File: config.mk
export PLATFORM = sky130hd
export DESIGN_NAME = cms_comparator_regs
export DESIGN_NICKNAME = d
export VERILOG_FILES = /design/src/core/cms_pkg.sv /design/src/core/cms_comparator_regs.sv
export SDC_FILE = /design/constraint.sdc
export NUM_CORES = 1
export LEC_CHECK = 0
export BUFFER_PORTS_ARGS = -buffer_cell sky130_fd_sc_hd__buf_2
export CAP_MARGIN = 20
export CORE_AREA = 2 2 59 61
export CTS_CLUSTER_SIZE = 10
export DETAILED_ROUTE_END_ITERATION = 7
export DIE_AREA = 0 0 61 63
export GPL_TIMING_DRIVEN = 0
export PLACE_DENSITY = 0.87
export SLEW_MARGIN = 20
export SYNTH_ARGS = -nofsm -noshare
export SYNTH_HDL_FRONTEND = slang
export SYNTH_SLANG_ARGS = --single-unit
File: constraint.sdc
create_clock -name sys_clk_i -period 1.16 [get_ports sys_clk_i]
set_input_delay 0.232 -clock sys_clk_i [delete_from_list [all_inputs] [get_ports sys_clk_i]]
set_output_delay 0.232 -clock sys_clk_i [all_outputs]
set_load 0.1 [all_outputs]
File: src/core/cms_pkg.sv
package cms_pkg;
    // Register location on the special-function register bus
    localparam logic [7:0] SFR_PAGE_CMP = 8'h00;
    localparam logic [7:0] ADDR_MODE1 = 8'h9C;
    localparam logic [7:0] ADDR_MUX0 = 8'h9F;
    // Field positions of the comparator-1 mode register
    localparam int MODE1_RSVD_BIT = 7;
    localparam int MODE1_RISE_EN_BIT = 5;
    localparam int MODE1_FALL_EN_BIT = 4;
    localparam int MODE1_SPEED_LSB = 0;
    localparam int MODE1_SPEED_W = 2;
    // Field positions of the comparator-0 input select register
    localparam int MUX0_NEG_LSB = 4;
    localparam int MUX0_POS_LSB = 0;
    localparam int MUX0_SEL_W = 4;
    // Reset values
    localparam logic [7:0] MODE1_RESET = 8'h82;
    localparam logic [7:0] MUX0_RESET = 8'hFF;
    // Special selector codes
    localparam logic [3:0] SEL_NEG_RESERVED = 4'hB;
    localparam logic [3:0] SEL_TOUCH_REF = 4'hC;
    localparam logic [3:0] SEL_HALF_SUPPLY = 4'hD;
    // Timer capture source codes
    localparam logic CAP_SRC_CMP0 = 1'b0;
    localparam logic CAP_SRC_CMP1 = 1'b1;
endpackage

File: src/core/cms_comparator_regs.sv
`timescale 1ns/1ps
module cms_comparator_regs
(
    input wire logic sys_clk_i, // 40 MHz core clock
    input wire logic resetn_i, // Asynchronous reset, active low
    // Special-function register bus
    input wire logic [7:0] sfr_page_i, // Current register page
    input wire logic [7:0] sfr_addr_i, // Register address
    input wire logic sfr_wr_i, // Write strobe, one cycle
    input wire logic [7:0] sfr_wdata_i, // Write data
    input wire logic sfr_rd_i, // Read strobe, one cycle
    output logic [7:0] sfr_rdata_o, // Read data, one cycle after strobe
    output logic sfr_rvalid_o, // Read data valid, one-cycle pulse
    // Analog comparator side
    input wire logic cmp0_out_i, // Raw comparator-0 output
    input wire logic cmp1_out_i, // Raw comparator-1 output
    input wire logic cmp1_half_sel_i, // Comparator-1 mux picks half supply
    input wire logic cmp1_rise_clr_i, // Software clear of rise flag
    input wire logic cmp1_fall_clr_i, // Software clear of fall flag
    output logic [1:0] cmp1_speed_power_mode_o, // Response/power mode
    output logic [3:0] cmp0_neg_select_o, // Negative input channel
    output logic [3:0] cmp0_pos_select_o, // Positive input channel
    output logic cmp0_neg_open_o, // Negative code is reserved
    output logic cmp0_touch_ref_neg_o, // Touch reference on negative
    output logic cmp0_touch_ref_pos_o, // Touch reference on positive
    output logic half_div_en_o, // Half-supply divider enable
    output logic cmp1_rise_flag_o, // Sticky rising-edge flag
    output logic cmp1_fall_flag_o, // Sticky falling-edge flag
    output logic cmp1_irq_o, // Comparator-1 interrupt request
    // Timer capture routing
    input wire logic second_timer_src_i, // 0 comparator-0, 1 comparator-1
    input wire logic third_timer_src_i, // 0 comparator-0, 1 comparator-1
    output logic second_timer_cap_o, // Capture input of second timer
    output logic third_timer_cap_o // Capture input of third timer
);

    // ****************************************************
    // Register storage
    // ****************************************************
    logic rise_en_reg;
    logic rise_en_next;
    logic fall_en_reg;
    logic fall_en_next;
    logic [1:0] speed_reg;
    logic [1:0] speed_next;
    logic [7:0] mux0_reg;
    logic [7:0] mux0_next;
    logic [7:0] rdata_reg;
    logic [7:0] rdata_next;
    logic rvalid_reg;
    logic rvalid_next;
    logic hit_mode1;
    logic hit_mux0;
    logic [7:0] mode1_view;

    // Decode only page 0; other pages leave both registers alone
    always_comb
    begin
        hit_mode1 = (sfr_page_i == cms_pkg::SFR_PAGE_CMP)
            && (sfr_addr_i == cms_pkg::ADDR_MODE1);
        hit_mux0 = (sfr_page_i == cms_pkg::SFR_PAGE_CMP)
            && (sfr_addr_i == cms_pkg::ADDR_MUX0);
    end

    // Readback of the mode register; fixed bits are built, not stored
    always_comb
    begin
        mode1_view = 8'h00;
        mode1_view[cms_pkg::MODE1_RSVD_BIT] = 1'b1;
        mode1_view[cms_pkg::MODE1_RISE_EN_BIT] = rise_en_reg;
        mode1_view[cms_pkg::MODE1_FALL_EN_BIT] = fall_en_reg;
        mode1_view[cms_pkg::MODE1_SPEED_LSB +: cms_pkg::MODE1_SPEED_W] =
            speed_reg;
    end

    // Next state of the software registers and read path
    always_comb
    begin
        rise_en_next = rise_en_reg;
        fall_en_next = fall_en_reg;
        speed_next = speed_reg;
        mux0_next = mux0_reg;
        rdata_next = 8'h00;
        rvalid_next = sfr_rd_i;
        // Written bits 7, 6, 3, 2 are dropped on purpose
        if (sfr_wr_i && hit_mode1)
        begin
            rise_en_next = sfr_wdata_i[cms_pkg::MODE1_RISE_EN_BIT];
            fall_en_next = sfr_wdata_i[cms_pkg::MODE1_FALL_EN_BIT];
            speed_next = sfr_wdata_i[cms_pkg::MODE1_SPEED_LSB +:
                cms_pkg::MODE1_SPEED_W];
        end
        if (sfr_wr_i && hit_mux0)
        begin
            mux0_next = sfr_wdata_i;
        end
        // Unmapped addresses read as zero
        if (sfr_rd_i && hit_mode1)
        begin
            rdata_next = mode1_view;
        end
        else if (sfr_rd_i && hit_mux0)
        begin
            rdata_next = mux0_reg;
        end
    end

    // Register the software state
    always_ff @(posedge sys_clk_i or negedge resetn_i)
    begin
        if (!resetn_i)
        begin
            rise_en_reg <= cms_pkg::MODE1_RESET[cms_pkg::MODE1_RISE_EN_BIT];
            fall_en_reg <= cms_pkg::MODE1_RESET[cms_pkg::MODE1_FALL_EN_BIT];
            speed_reg <= cms_pkg::MODE1_RESET[1:0];
            mux0_reg <= cms_pkg::MUX0_RESET;
            rdata_reg <= 8'h00;
            rvalid_reg <= 1'b0;
        end
        else
        begin
            rise_en_reg <= rise_en_next;
            fall_en_reg <= fall_en_next;
            speed_reg <= speed_next;
            mux0_reg <= mux0_next;
            rdata_reg <= rdata_next;
            rvalid_reg <= rvalid_next;
        end
    end

    // ****************************************************
    // Comparator output synchronisers and edge flags
    // ****************************************************
    logic [1:0] sync0_reg;
    logic [1:0] sync0_next;
    logic [1:0] sync1_reg;
    logic [1:0] sync1_next;
    logic last1_reg;
    logic last1_next;
    logic rise_flag_reg;
    logic rise_flag_next;
    logic fall_flag_reg;
    logic fall_flag_next;
    logic irq_reg;
    logic irq_next;

    // Analog outputs are asynchronous; only stage 2 is examined
    always_comb
    begin
        sync0_next = {sync0_reg[0], cmp0_out_i};
        sync1_next = {sync1_reg[0], cmp1_out_i};
        last1_next = sync1_reg[1];
        rise_flag_next = rise_flag_reg;
        fall_flag_next = fall_flag_reg;
        // A clear in the same cycle as an edge loses to the edge
        if (cmp1_rise_clr_i)
        begin
            rise_flag_next = 1'b0;
        end
        if (cmp1_fall_clr_i)
        begin
            fall_flag_next = 1'b0;
        end
        if (sync1_reg[1] && !last1_reg)
        begin
            rise_flag_next = 1'b1;
        end
        if (!sync1_reg[1] && last1_reg)
        begin
            fall_flag_next = 1'b1;
        end
        // Built from next values so the request tracks its flop outputs
        irq_next = (rise_flag_next && rise_en_next)
            || (fall_flag_next && fall_en_next);
    end

    // Register synchronisers, flags and request
    always_ff @(posedge sys_clk_i or negedge resetn_i)
    begin
        if (!resetn_i)
        begin
            sync0_reg <= 2'h0;
            sync1_reg <= 2'h0;
            last1_reg <= 1'b0;
            rise_flag_reg <= 1'b0;
            fall_flag_reg <= 1'b0;
            irq_reg <= 1'b0;
        end
        else
        begin
            sync0_reg <= sync0_next;
            sync1_reg <= sync1_next;
            last1_reg <= last1_next;
            rise_flag_reg <= rise_flag_next;
            fall_flag_reg <= fall_flag_next;
            irq_reg <= irq_next;
        end
    end

    // ****************************************************
    // Analog steering and timer capture routing
    // ****************************************************
    logic [3:0] neg_sel;
    logic [3:0] pos_sel;
    logic neg_open_reg;
    logic neg_open_next;
    logic touch_neg_reg;
    logic touch_neg_next;
    logic touch_pos_reg;
    logic touch_pos_next;
    logic half_en_reg;
    logic half_en_next;
    logic cap2_reg;
    logic cap2_next;
    logic cap3_reg;
    logic cap3_next;

    // Steering follows the new select value so outputs change with it
    always_comb
    begin
        neg_sel = mux0_next[cms_pkg::MUX0_NEG_LSB +: cms_pkg::MUX0_SEL_W];
        pos_sel = mux0_next[cms_pkg::MUX0_POS_LSB +: cms_pkg::MUX0_SEL_W];
        neg_open_next = (neg_sel == cms_pkg::SEL_NEG_RESERVED);
        touch_neg_next = (neg_sel == cms_pkg::SEL_TOUCH_REF);
        touch_pos_next = (pos_sel == cms_pkg::SEL_TOUCH_REF);
        // Divider burns current, so it runs only while selected
        half_en_next = (neg_sel == cms_pkg::SEL_HALF_SUPPLY)
            || (pos_sel == cms_pkg::SEL_HALF_SUPPLY)
            || cmp1_half_sel_i;
        cap2_next = (second_timer_src_i == cms_pkg::CAP_SRC_CMP1)
            ? sync1_reg[1] : sync0_reg[1];
        cap3_next = (third_timer_src_i == cms_pkg::CAP_SRC_CMP1)
            ? sync1_reg[1] : sync0_reg[1];
    end

    // Register the steering outputs; FF code sets no steering output, though cmp1_half_sel_i can still raise the divider
    always_ff @(posedge sys_clk_i or negedge resetn_i)
    begin
        if (!resetn_i)
        begin
            neg_open_reg <= 1'b0;
            touch_neg_reg <= 1'b0;
            touch_pos_reg <= 1'b0;
            half_en_reg <= 1'b0;
            cap2_reg <= 1'b0;
            cap3_reg <= 1'b0;
        end
        else
        begin
            neg_open_reg <= neg_open_next;
            touch_neg_reg <= touch_neg_next;
            touch_pos_reg <= touch_pos_next;
            half_en_reg <= half_en_next;
            cap2_reg <= cap2_next;
            cap3_reg <= cap3_next;
        end
    end

    // Output connections, all from flops
    assign sfr_rdata_o = rdata_reg;
    assign sfr_rvalid_o = rvalid_reg;
    assign cmp1_speed_power_mode_o = speed_reg;
    assign cmp0_neg_select_o =
        mux0_reg[cms_pkg::MUX0_NEG_LSB +: cms_pkg::MUX0_SEL_W];
    assign cmp0_pos_select_o =
        mux0_reg[cms_pkg::MUX0_POS_LSB +: cms_pkg::MUX0_SEL_W];
    assign cmp0_neg_open_o = neg_open_reg;
    assign cmp0_touch_ref_neg_o = touch_neg_reg;
    assign cmp0_touch_ref_pos_o = touch_pos_reg;
    assign half_div_en_o = half_en_reg;
    assign cmp1_rise_flag_o = rise_flag_reg;
    assign cmp1_fall_flag_o = fall_flag_reg;
    assign cmp1_irq_o = irq_reg;
    assign second_timer_cap_o = cap2_reg;
    assign third_timer_cap_o = cap3_reg;

endmodule

### Word level (Yosys, flattened, before mapping)

Index checks and enable logic that the tools add are counted.

| operators by class | value |
|---|---|
| reductions and logical operators | 16 |
| eq/ne operators | 7 |
| multiplexer cells | 11 |

Operator list:

| cell | number |
|---|---|
| 8-bit two-way mux | 3 |
| 4-bit equality test (second input constant) | 5 |
| 8-bit equality test (second input constant) | 2 |
| 1-bit logical AND | 10 |
| 8-bit logical NOT | 1 |
| 1-bit two-way mux | 8 |
| 1-bit logical OR | 3 |
| 1-bit logical NOT | 2 |

| storage, ports and cells | value |
|---|---|
| output and inout bits | 28 |
| bits of input ports | 35 |
| word-level logic and storage cells | 52 |
| bits in registers | 35 |

### Depth between registers and ports, before layout

Gate-level depths: netlist of run 1.

| logic depth | value |
|---|---|
| word-level depth | 7 |
| gate-level depth with buffers | 6 |
| mapped depth without buffers | 5 |

### Worst setup path before layout of run 1

OpenSTA, ideal clock, no wires.

| timing path | value |
|---|---|
| path type | input-to-reg |
| start point | input port sfr_page_i[5] |
| end point | register half_en_reg, in the netlist half_div_en_o |
| buffers on the path | 0 |
| setup slack | -0.674 ns |
| data arrival time | 1.716 ns |
| library setup time | 0.118 ns |
| cell stages on the path | 5 |
| cells stage by stage | or4_4 nor4_4 nand4_4 a221o_1 a21o_1 |

| on the way | value |
|---|---|
| word-level cells in the longest chain between the ends | 7 |

Ends and longest elaborated chain:

| what | RTL line | RTL |
|---|---|---|
| start: declaration | cms_comparator_regs.sv:7 | `input wire logic [7:0] sfr_page_i,` |
| 8-bit logical NOT (*) | cms_comparator_regs.sv:61 | `hit_mux0 = (sfr_page_i == cms_pkg::SFR_PAGE_CMP)` |
| 1-bit logical AND (*) | cms_comparator_regs.sv:62 | `&& (sfr_addr_i == cms_pkg::ADDR_MUX0);` |
| 1-bit logical AND (*) | cms_comparator_regs.sv:93 | `if (sfr_wr_i && hit_mux0)` |
| 8-bit two-way mux (*) | cms_comparator_regs.sv:93 |  |
| 4-bit equality test, on equally long branches | cms_comparator_regs.sv:227, cms_comparator_regs.sv:228 |  |
| 1-bit logical OR (*) | cms_comparator_regs.sv:228 | `\|\| (pos_sel == cms_pkg::SEL_HALF_SUPPLY)` |
| 1-bit logical OR (*) | cms_comparator_regs.sv:229 | `\|\| cmp1_half_sel_i;` |
| via half_en_next | cms_comparator_regs.sv:212 | `logic half_en_next;` |
| end signal: assignment | cms_comparator_regs.sv:253 | `half_en_reg <= half_en_next;` |
| end: declaration | cms_comparator_regs.sv:211 | `logic half_en_reg;` |

Mark *: on every way through the listed nets, which the timed path passes. The rest lies on a longest branch.
A chain may end at the register's enable or synchronous reset.

### Final worst setup path of run 1

| timing path | value |
|---|---|
| start point | input port sfr_page_i[2] |
| end point | register neg_open_reg, in the netlist cmp0_neg_open_o |

| on the way | value |
|---|---|
| word-level cells in the longest chain between the ends | 5 |

Ends and longest elaborated chain:

| what | RTL line | RTL |
|---|---|---|
| 8-bit logical NOT | cms_comparator_regs.sv:61 |  |
| 1-bit logical AND | cms_comparator_regs.sv:62 |  |
| 1-bit logical AND | cms_comparator_regs.sv:93 |  |
| 8-bit two-way mux | cms_comparator_regs.sv:93 |  |
| 4-bit equality test | cms_comparator_regs.sv:223 | `neg_open_next = (neg_sel == cms_pkg::SEL_NEG_RESERVED);` |
| via neg_open_next | cms_comparator_regs.sv:206 | `logic neg_open_next;` |
| end signal: assignment | cms_comparator_regs.sv:250 | `neg_open_reg <= neg_open_next;` |
| end: declaration | cms_comparator_regs.sv:205 | `logic neg_open_reg;` |

The timed path passes the listed nets, and every way through them passes these cells.

==> flow_summary.yaml, run 1 <==
status:
  status: "finished with violations"
  violations: "negative setup slack"
floorplanning:
  die_area_sq_um: 3840
  core_area_sq_um: 3230
  placementRows: 21
  dieHeight_um: 63
  num_io_pins: 63
  fp.dieW_um: 61
  start_util_pct: 43.7
place:
  dp_hpwl_mm: 2.26
  numPlacedInstances: 211
  gp_congestion: 0.891
  dpl_cell_area_sq_um: 1820
  io_buffers: 62
  dpl_worst_slack_ns: -0.869
synthesis:
  ys.flop_type: "dfrtp_1"
  synthDominantCellAreaShare_pct: 46.0
  synth_common_cells: "26 x dfrtp_1, 9 x dfstp_2, 9 x mux2_1"
  synthTopCellsByArea: "dfrtp_1 46%, dfstp_2 17%, mux2_1 7.2%"
  synth_seq_area_share_pct: 62.7
  synth-edff-count: 0
  syn_area_sq_um: 1410
  synth_cell_type_count: 25
  syn_inst: 103
  syn-num-nets: 138
  synth.ff_latch_count: 35
  async_flop_share_pct: 100
  synth_area_leader_cell: "dfrtp_1"
  synth_warnings: 0
  synth.most_common_cell: "dfrtp_1"
  synth_area_per_cell_sq_um: 13.7
routing:
  post_drt_wl_per_cell_um: 17.2
  antenna_left: 0
  viasPerCell: 5.10
  drt-total-wl_mm: 4.14
  drc: 0
  drt_iter0_drc: 39
  drtPass1Iterations: 4
  vias: 1230
critical_path:
  r2r-end: "half_div_en_o$_DFF_PN0_"
  path_class: "input pin to flip-flop"
  timing.rr.start: "mux0_reg[5]$_DFF_PN1_"
  start_kind: "input pin"
  crit_required_ns: 1.39
  reg2reg_slack_ns: -0.16
  worstPathArrival_ns: 1.91
  worstPathMaxFanout: 5
  worstRegToRegCells: 5
  crit_path_end_kind: "flip-flop"
pwr:
  worst_ir_drop_vdd_mv: 0.531
  power_density_nw_per_um2: 891
  total_power_mw: 2.22
  leakage_nw: 1.24
worst_hold_path:
  hold_path_end: "half_div_en_o$_DFF_PN0_"
  min_from: "cmp1_half_sel_i"
  min_path_type: "input pin to flip-flop"
  holdPathStages: 2
grt:
  grt_pass1_vias: 1288
  track_usage_pct: 21.3
  overflow: 0
  grt_max_degree: 36
  grt_first_pass_wirelength_mm: 5.95
  antenna_found_initial: 0
cts:
  clock_sinks: 35
  cts_buffer_depth: 2
  root_buffer: "clkbuf_4"
  numCtsBuffers: 5
  cts_tree: "done"
  clkTransAtPathRegs_ns: 0.10
  htreeDepth: 2
  clock_latency_ns: 0.35
final_layout:
  drive_above_1_share_pct: 62.1
  syn2layout_area_growth_pct: 76.0
  nets: 229
  num_antenna_cells: 0
  final_util_pct: 77.0
  final_cell_area_sq_um: 2490
  fin_cells: 241
job:
  drv_cap: 0
timing:
  fin_ws_ns: -0.517
  finalMaxSlewViolations: 0
  fin_setup_tns_ns: -10.68
  hold_slack_ns: 0.0667
  setup_viol: 42
  skew_ns: 0.00810
  layout_worst_path_cycle_share_pct: 145
  rsz0062_at_grt: "true"
  finalHoldViolCount: 0
  period_minus_slack_ns: 1.68
  slew_headroom_pct: 69.2
  worst_slew_pin_slew_ns: 0.462
  fmax_mhz: 596
==> routing by layer <==
| layer | track usage, % | vias to the layer above | wire [um] |
|---|---|---|---|
| met4 | 8.97 | 0 | 121 |
| met1 | 23.2 | 608 | 1520 |
| met2 | 36.8 | 62 | 2280 |
| met5 | 0 | - | 0 |
| li1 | - | 549 | - |
| met3 | 6.63 | 11 | 223 |
==> cell usage in the layout (no fill, tap or decap), types with 2 or more instances in the layout <==
cell,count
buf_2,31
nor4_4,3
nor2_1,5
or4_4,2
mux2_4,6
clkbuf_1,2
and2_1,3
nor3_1,4
clkbuf_4,6
inv_1,5
a22o_1,6
nor2_4,2
buf_8,16
buf_4,14
dlygate4sd3_1,4
mux2_1,2
dfrtp_1,24
dfstp_2,9
buf_12,13
mux2_2,6
a21o_1,4
dfrtp_2,2
nand2_1,6
buf_6,5
nand4b_1,2
==> final cells by class <==
cell class	count	area, sq um
well taps	46	57.6
fillers	184	743
repair buffers	84	875
flip-flops and latches	35	890
multi-input cells	62	583
inverters	5	18.8
plain buffers	1	15.0
clock buffers	7	45.0
clock inverters	1	5.00
==> critical path, cell delays in order <==
cell and delay (ns):
buf_6 0.09, or4_4 0.56, nor4_4 0.33, nand4_4 0.19, buf_6 0.17, clkbuf_16 0.14, nand4_1 0.09, o21ai_1 0.10
==> logic make-up after synthesis <==
| group | share of synthesized area, % |
|---|---|
| AOI/OAI and AO/OA | 7.88 |
| buffers and inverters | 2.12 |
| DFF | 62.7 |
| muxes | 11.2 |
| and+or+nand+nor | 16.1 |
==> worst max-delay path by stage <==
stage / from / to / slack, ns / cells past startpoint
5_1_grt: sfr_page_i[7] / cmp0_neg_open_o$_DFF_PN0_ / -0.55 / 8
2_1_floorplan: sfr_page_i[2] / mux0_reg[0]$_DFF_PN1_ / -0.65 / 5
6_report: sfr_page_i[2] / cmp0_neg_open_o$_DFF_PN0_ / -0.52 / 8
3_5_place_dp: sfr_page_i[2] / cmp0_touch_ref_pos_o$_DFF_PN0_ / -0.87 / 7
4_1_cts: sfr_page_i[2] / cmp0_touch_ref_pos_o$_DFF_PN0_ / -0.44 / 7
3_3_place_gp: sfr_page_i[2] / cmp0_touch_ref_neg_o$_DFF_PN0_ / -0.82 / 7
==> power breakdown <==
| group | leakage (nW) | switching (mW) | internal [mW] |
|---|---|---|---|
| Combinational | 0.784 | 0.209 | 0.124 |
| Sequential | 0.429 | 0.0170 | 1.25 |
| Clock | 0.0293 | 0.386 | 0.236 |
==> repair_timing <==
action,4_1_cts,5_1_grt
setup buffers,13,4
setup endpoints to repair,53,55
hold buffers,4,0
endpoints found under the hold margin,29,0
pin swaps,1,6
resized for setup,86,28
cloned,0,1
Note: power is estimated with default switching activity, not from simulation.
==> run 2, diff against run 1 <==
==> constraint.sdc (replaced) <==
create_clock -name sys_clk_i -period 1.16 [get_ports sys_clk_i]
set_input_delay 0.058 -clock sys_clk_i [delete_from_list [all_inputs] [get_ports sys_clk_i]]
set_output_delay 0.058 -clock sys_clk_i [all_outputs]
set_load 0.1 [all_outputs]
==> flow_summary.yaml, run 2 (synthesis results as in run 1) <==
critical_path:
  critPathTopFamily: "simple AND/OR/NAND/NOR gates"
  start_kind: "input pin"
  crit_slowest_cell: "or4_4"
  worstPathArrival_ns: 1.75
  worstPathMaxFanout: 10
  path_class: "input pin to flip-flop"
  setup.worst_path.start: "sfr_page_i[2]"
  crit_chain: "buf_6 -> or4_4 -> nor4_4 -> nand4_4 -> buf_6 -> nor4_2 -> a21o_1"
  cpPeakStageDelay_ns: 0.55
  timing.rr.start: "mux0_reg[3]$_DFF_PN1_"
  worstRegToRegCells: 6
  critical_path_buf_inv_count: 2
  cpMostUsedCell: "buf_6"
  crit_required_ns: 1.45
  crit_path_end_kind: "flip-flop"
  reg2reg_slack_ns: -0.04
  r2r-end: "half_div_en_o$_DFF_PN0_"
cts:
  cts_tree: "done"
  clock_latency_ns: 0.35
  clock_sinks: 35
  root_buffer: "clkbuf_4"
  htreeDepth: 2
  cts_buffer_depth: 2
  numCtsBuffers: 5
  clkTransAtPathRegs_ns: 0.10
final_layout:
  fin_cells: 248
  drive_above_1_share_pct: 57.9
  layout_common_cells: "32 x buf_2, 25 x buf_4, 24 x dfrtp_1, 14 x clkbuf_4, 12 x dlygate4sd3_1"
  final_util_pct: 72.6
  nets: 236
  final_cell_area_sq_um: 2350
  num_antenna_cells: 0
  final_common_cell: "buf_2"
  syn2layout_area_growth_pct: 65.9
timing:
  slew_headroom_pct: 51.1
  layout_worst_path_cycle_share_pct: 126
  fin_setup_tns_ns: -4.90
  finalHoldViolCount: 0
  worst_slew_pin_slew_ns: 0.734
  skew_ns: 0.00747
  rsz0062_at_grt: "true"
  fmax_mhz: 687
  hold_slack_ns: 0.00410
  fin_ws_ns: -0.296
  finalMaxSlewViolations: 0
  setup_viol: 33
  period_minus_slack_ns: 1.46
floorplanning:
  placementRows: 21
  core_area_sq_um: 3230
  num_io_pins: 63
  die_area_sq_um: 3840
  fp.dieW_um: 61
  start_util_pct: 43.7
  dieHeight_um: 63
grt:
  grt_max_degree: 36
  grt_first_pass_wirelength_mm: 6.09
  grtUsageMet1_pct: 24.4
  overflow: 0
  track_usage_pct: 22.1
  antenna_found_initial: 0
  use_met3_pct: 4.14
  grt_pass1_vias: 1263
  top_usage_layer: "met2"
  grtUsageMet2_pct: 37.1
routing:
  drc: 0
  drt_iter0_drc: 39
  vias: 1236
  drtPass1Iterations: 4
  post_drt_wl_per_cell_um: 16.0
  viasPerCell: 4.98
  antenna_left: 0
  drt-total-wl_mm: 3.97
pwr:
  power_density_nw_per_um2: 942
  worst_ir_drop_vdd_mv: 0.549
  leakage_nw: 1.20
place:
  io_buffers: 62
  numPlacedInstances: 211
  dp_hpwl_mm: 2.26
  gp_congestion: 0.891
  dpl_cell_area_sq_um: 1820
job:
  drv_cap: 0
status:
  status: "finished with violations"
  violations: "negative setup slack"
worst_hold_path:
  hold_path_end: "mux0_reg[0]$_DFF_PN1_"
  min_from: "sfr_wdata_i[0]"
  min_path_type: "input pin to flip-flop"
  holdPathStages: 2
==> run 2: cell types whose count changed in the layout (fill, tap and decap cells not counted) <==
cell	change
buf_8	-16
buf_4	+11
clkbuf_4	+8
dlygate4sd3_1	+8
buf_12	-4
mux2_1	+3
mux2_4	-2
nor4_2	+2
nor4_4	-2
buf_2	+1
clkbuf_16	-1
mux2_2	-1
==> run 2: how the worst max path moves through the flow <==
stage / cells past startpoint / to / slack, ns
floorplan: 5 / mux0_reg[0]$_DFF_PN1_ / -0.47
global placement: 7 / cmp0_touch_ref_neg_o$_DFF_PN0_ / -0.65
detailed placement: 7 / cmp0_touch_ref_pos_o$_DFF_PN0_ / -0.70
CTS: 7 / cmp0_touch_ref_pos_o$_DFF_PN0_ / -0.26
global route: 7 / cmp0_touch_ref_pos_o$_DFF_PN0_ / -0.39
finish: 7 / cmp0_touch_ref_pos_o$_DFF_PN0_ / -0.30
==> run 2: final cells by class <==
class | instances | area (sq um)
Buffer | 1 | 11.3
Fill cell | 217 | 886
Inverter | 5 | 18.8
Clock buffer | 7 | 45.0
Sequential cell | 35 | 890
Multi-Input combinational cell | 62 | 558
Clock inverter | 1 | 5.00
Tap cell | 46 | 57.6
Timing Repair Buffer | 91 | 761
==> run 2: where the power goes <==
| part | leakage (nW) | total, mW | internal (mW) | switching, mW |
|---|---|---|---|---|
| Sequential | 0.429 | 1.26 | 1.25 | 0.0110 |
| Clock | 0.0293 | 0.630 | 0.236 | 0.394 |
| Combinational | 0.738 | 0.322 | 0.112 | 0.210 |
| Total | 1.20 | 2.21 | 1.59 | 0.616 |
==> run 2: worst reg2reg max path: stages (launching register included) <==
cell and delay (ns):
dfstp_2 0.59, buf_4 0.13, nand2_1 0.06, nor2_1 0.10, a22oi_1 0.08, nand2_1 0.07
a21o_1 0.12
==> run 2: what timing repair did <==
action,4_1_cts,5_1_grt
hold buffers,12,0
hold endpoints to repair,38,0
pin swaps,1,3
setup endpoints to repair,38,39
buffers inserted,10,7
gates resized for setup,48,17
==> run 2: metrics by stage <==
stage,total power [mW],setup WS (ns)
CTS,2.19,-0.265
global placement,1.54,-0.649
detailed placement,1.55,-0.695
floorplan,1.43,-0.472
finish,2.21,-0.296
global route,2.30,-0.386
==> run 2: per-layer routing <==
layer	share of wire (%)	vias to the layer above
met2	55	44
met3	4.3	14
met4	3.6	0
met1	37	610
met5	0	-
li1	-	568
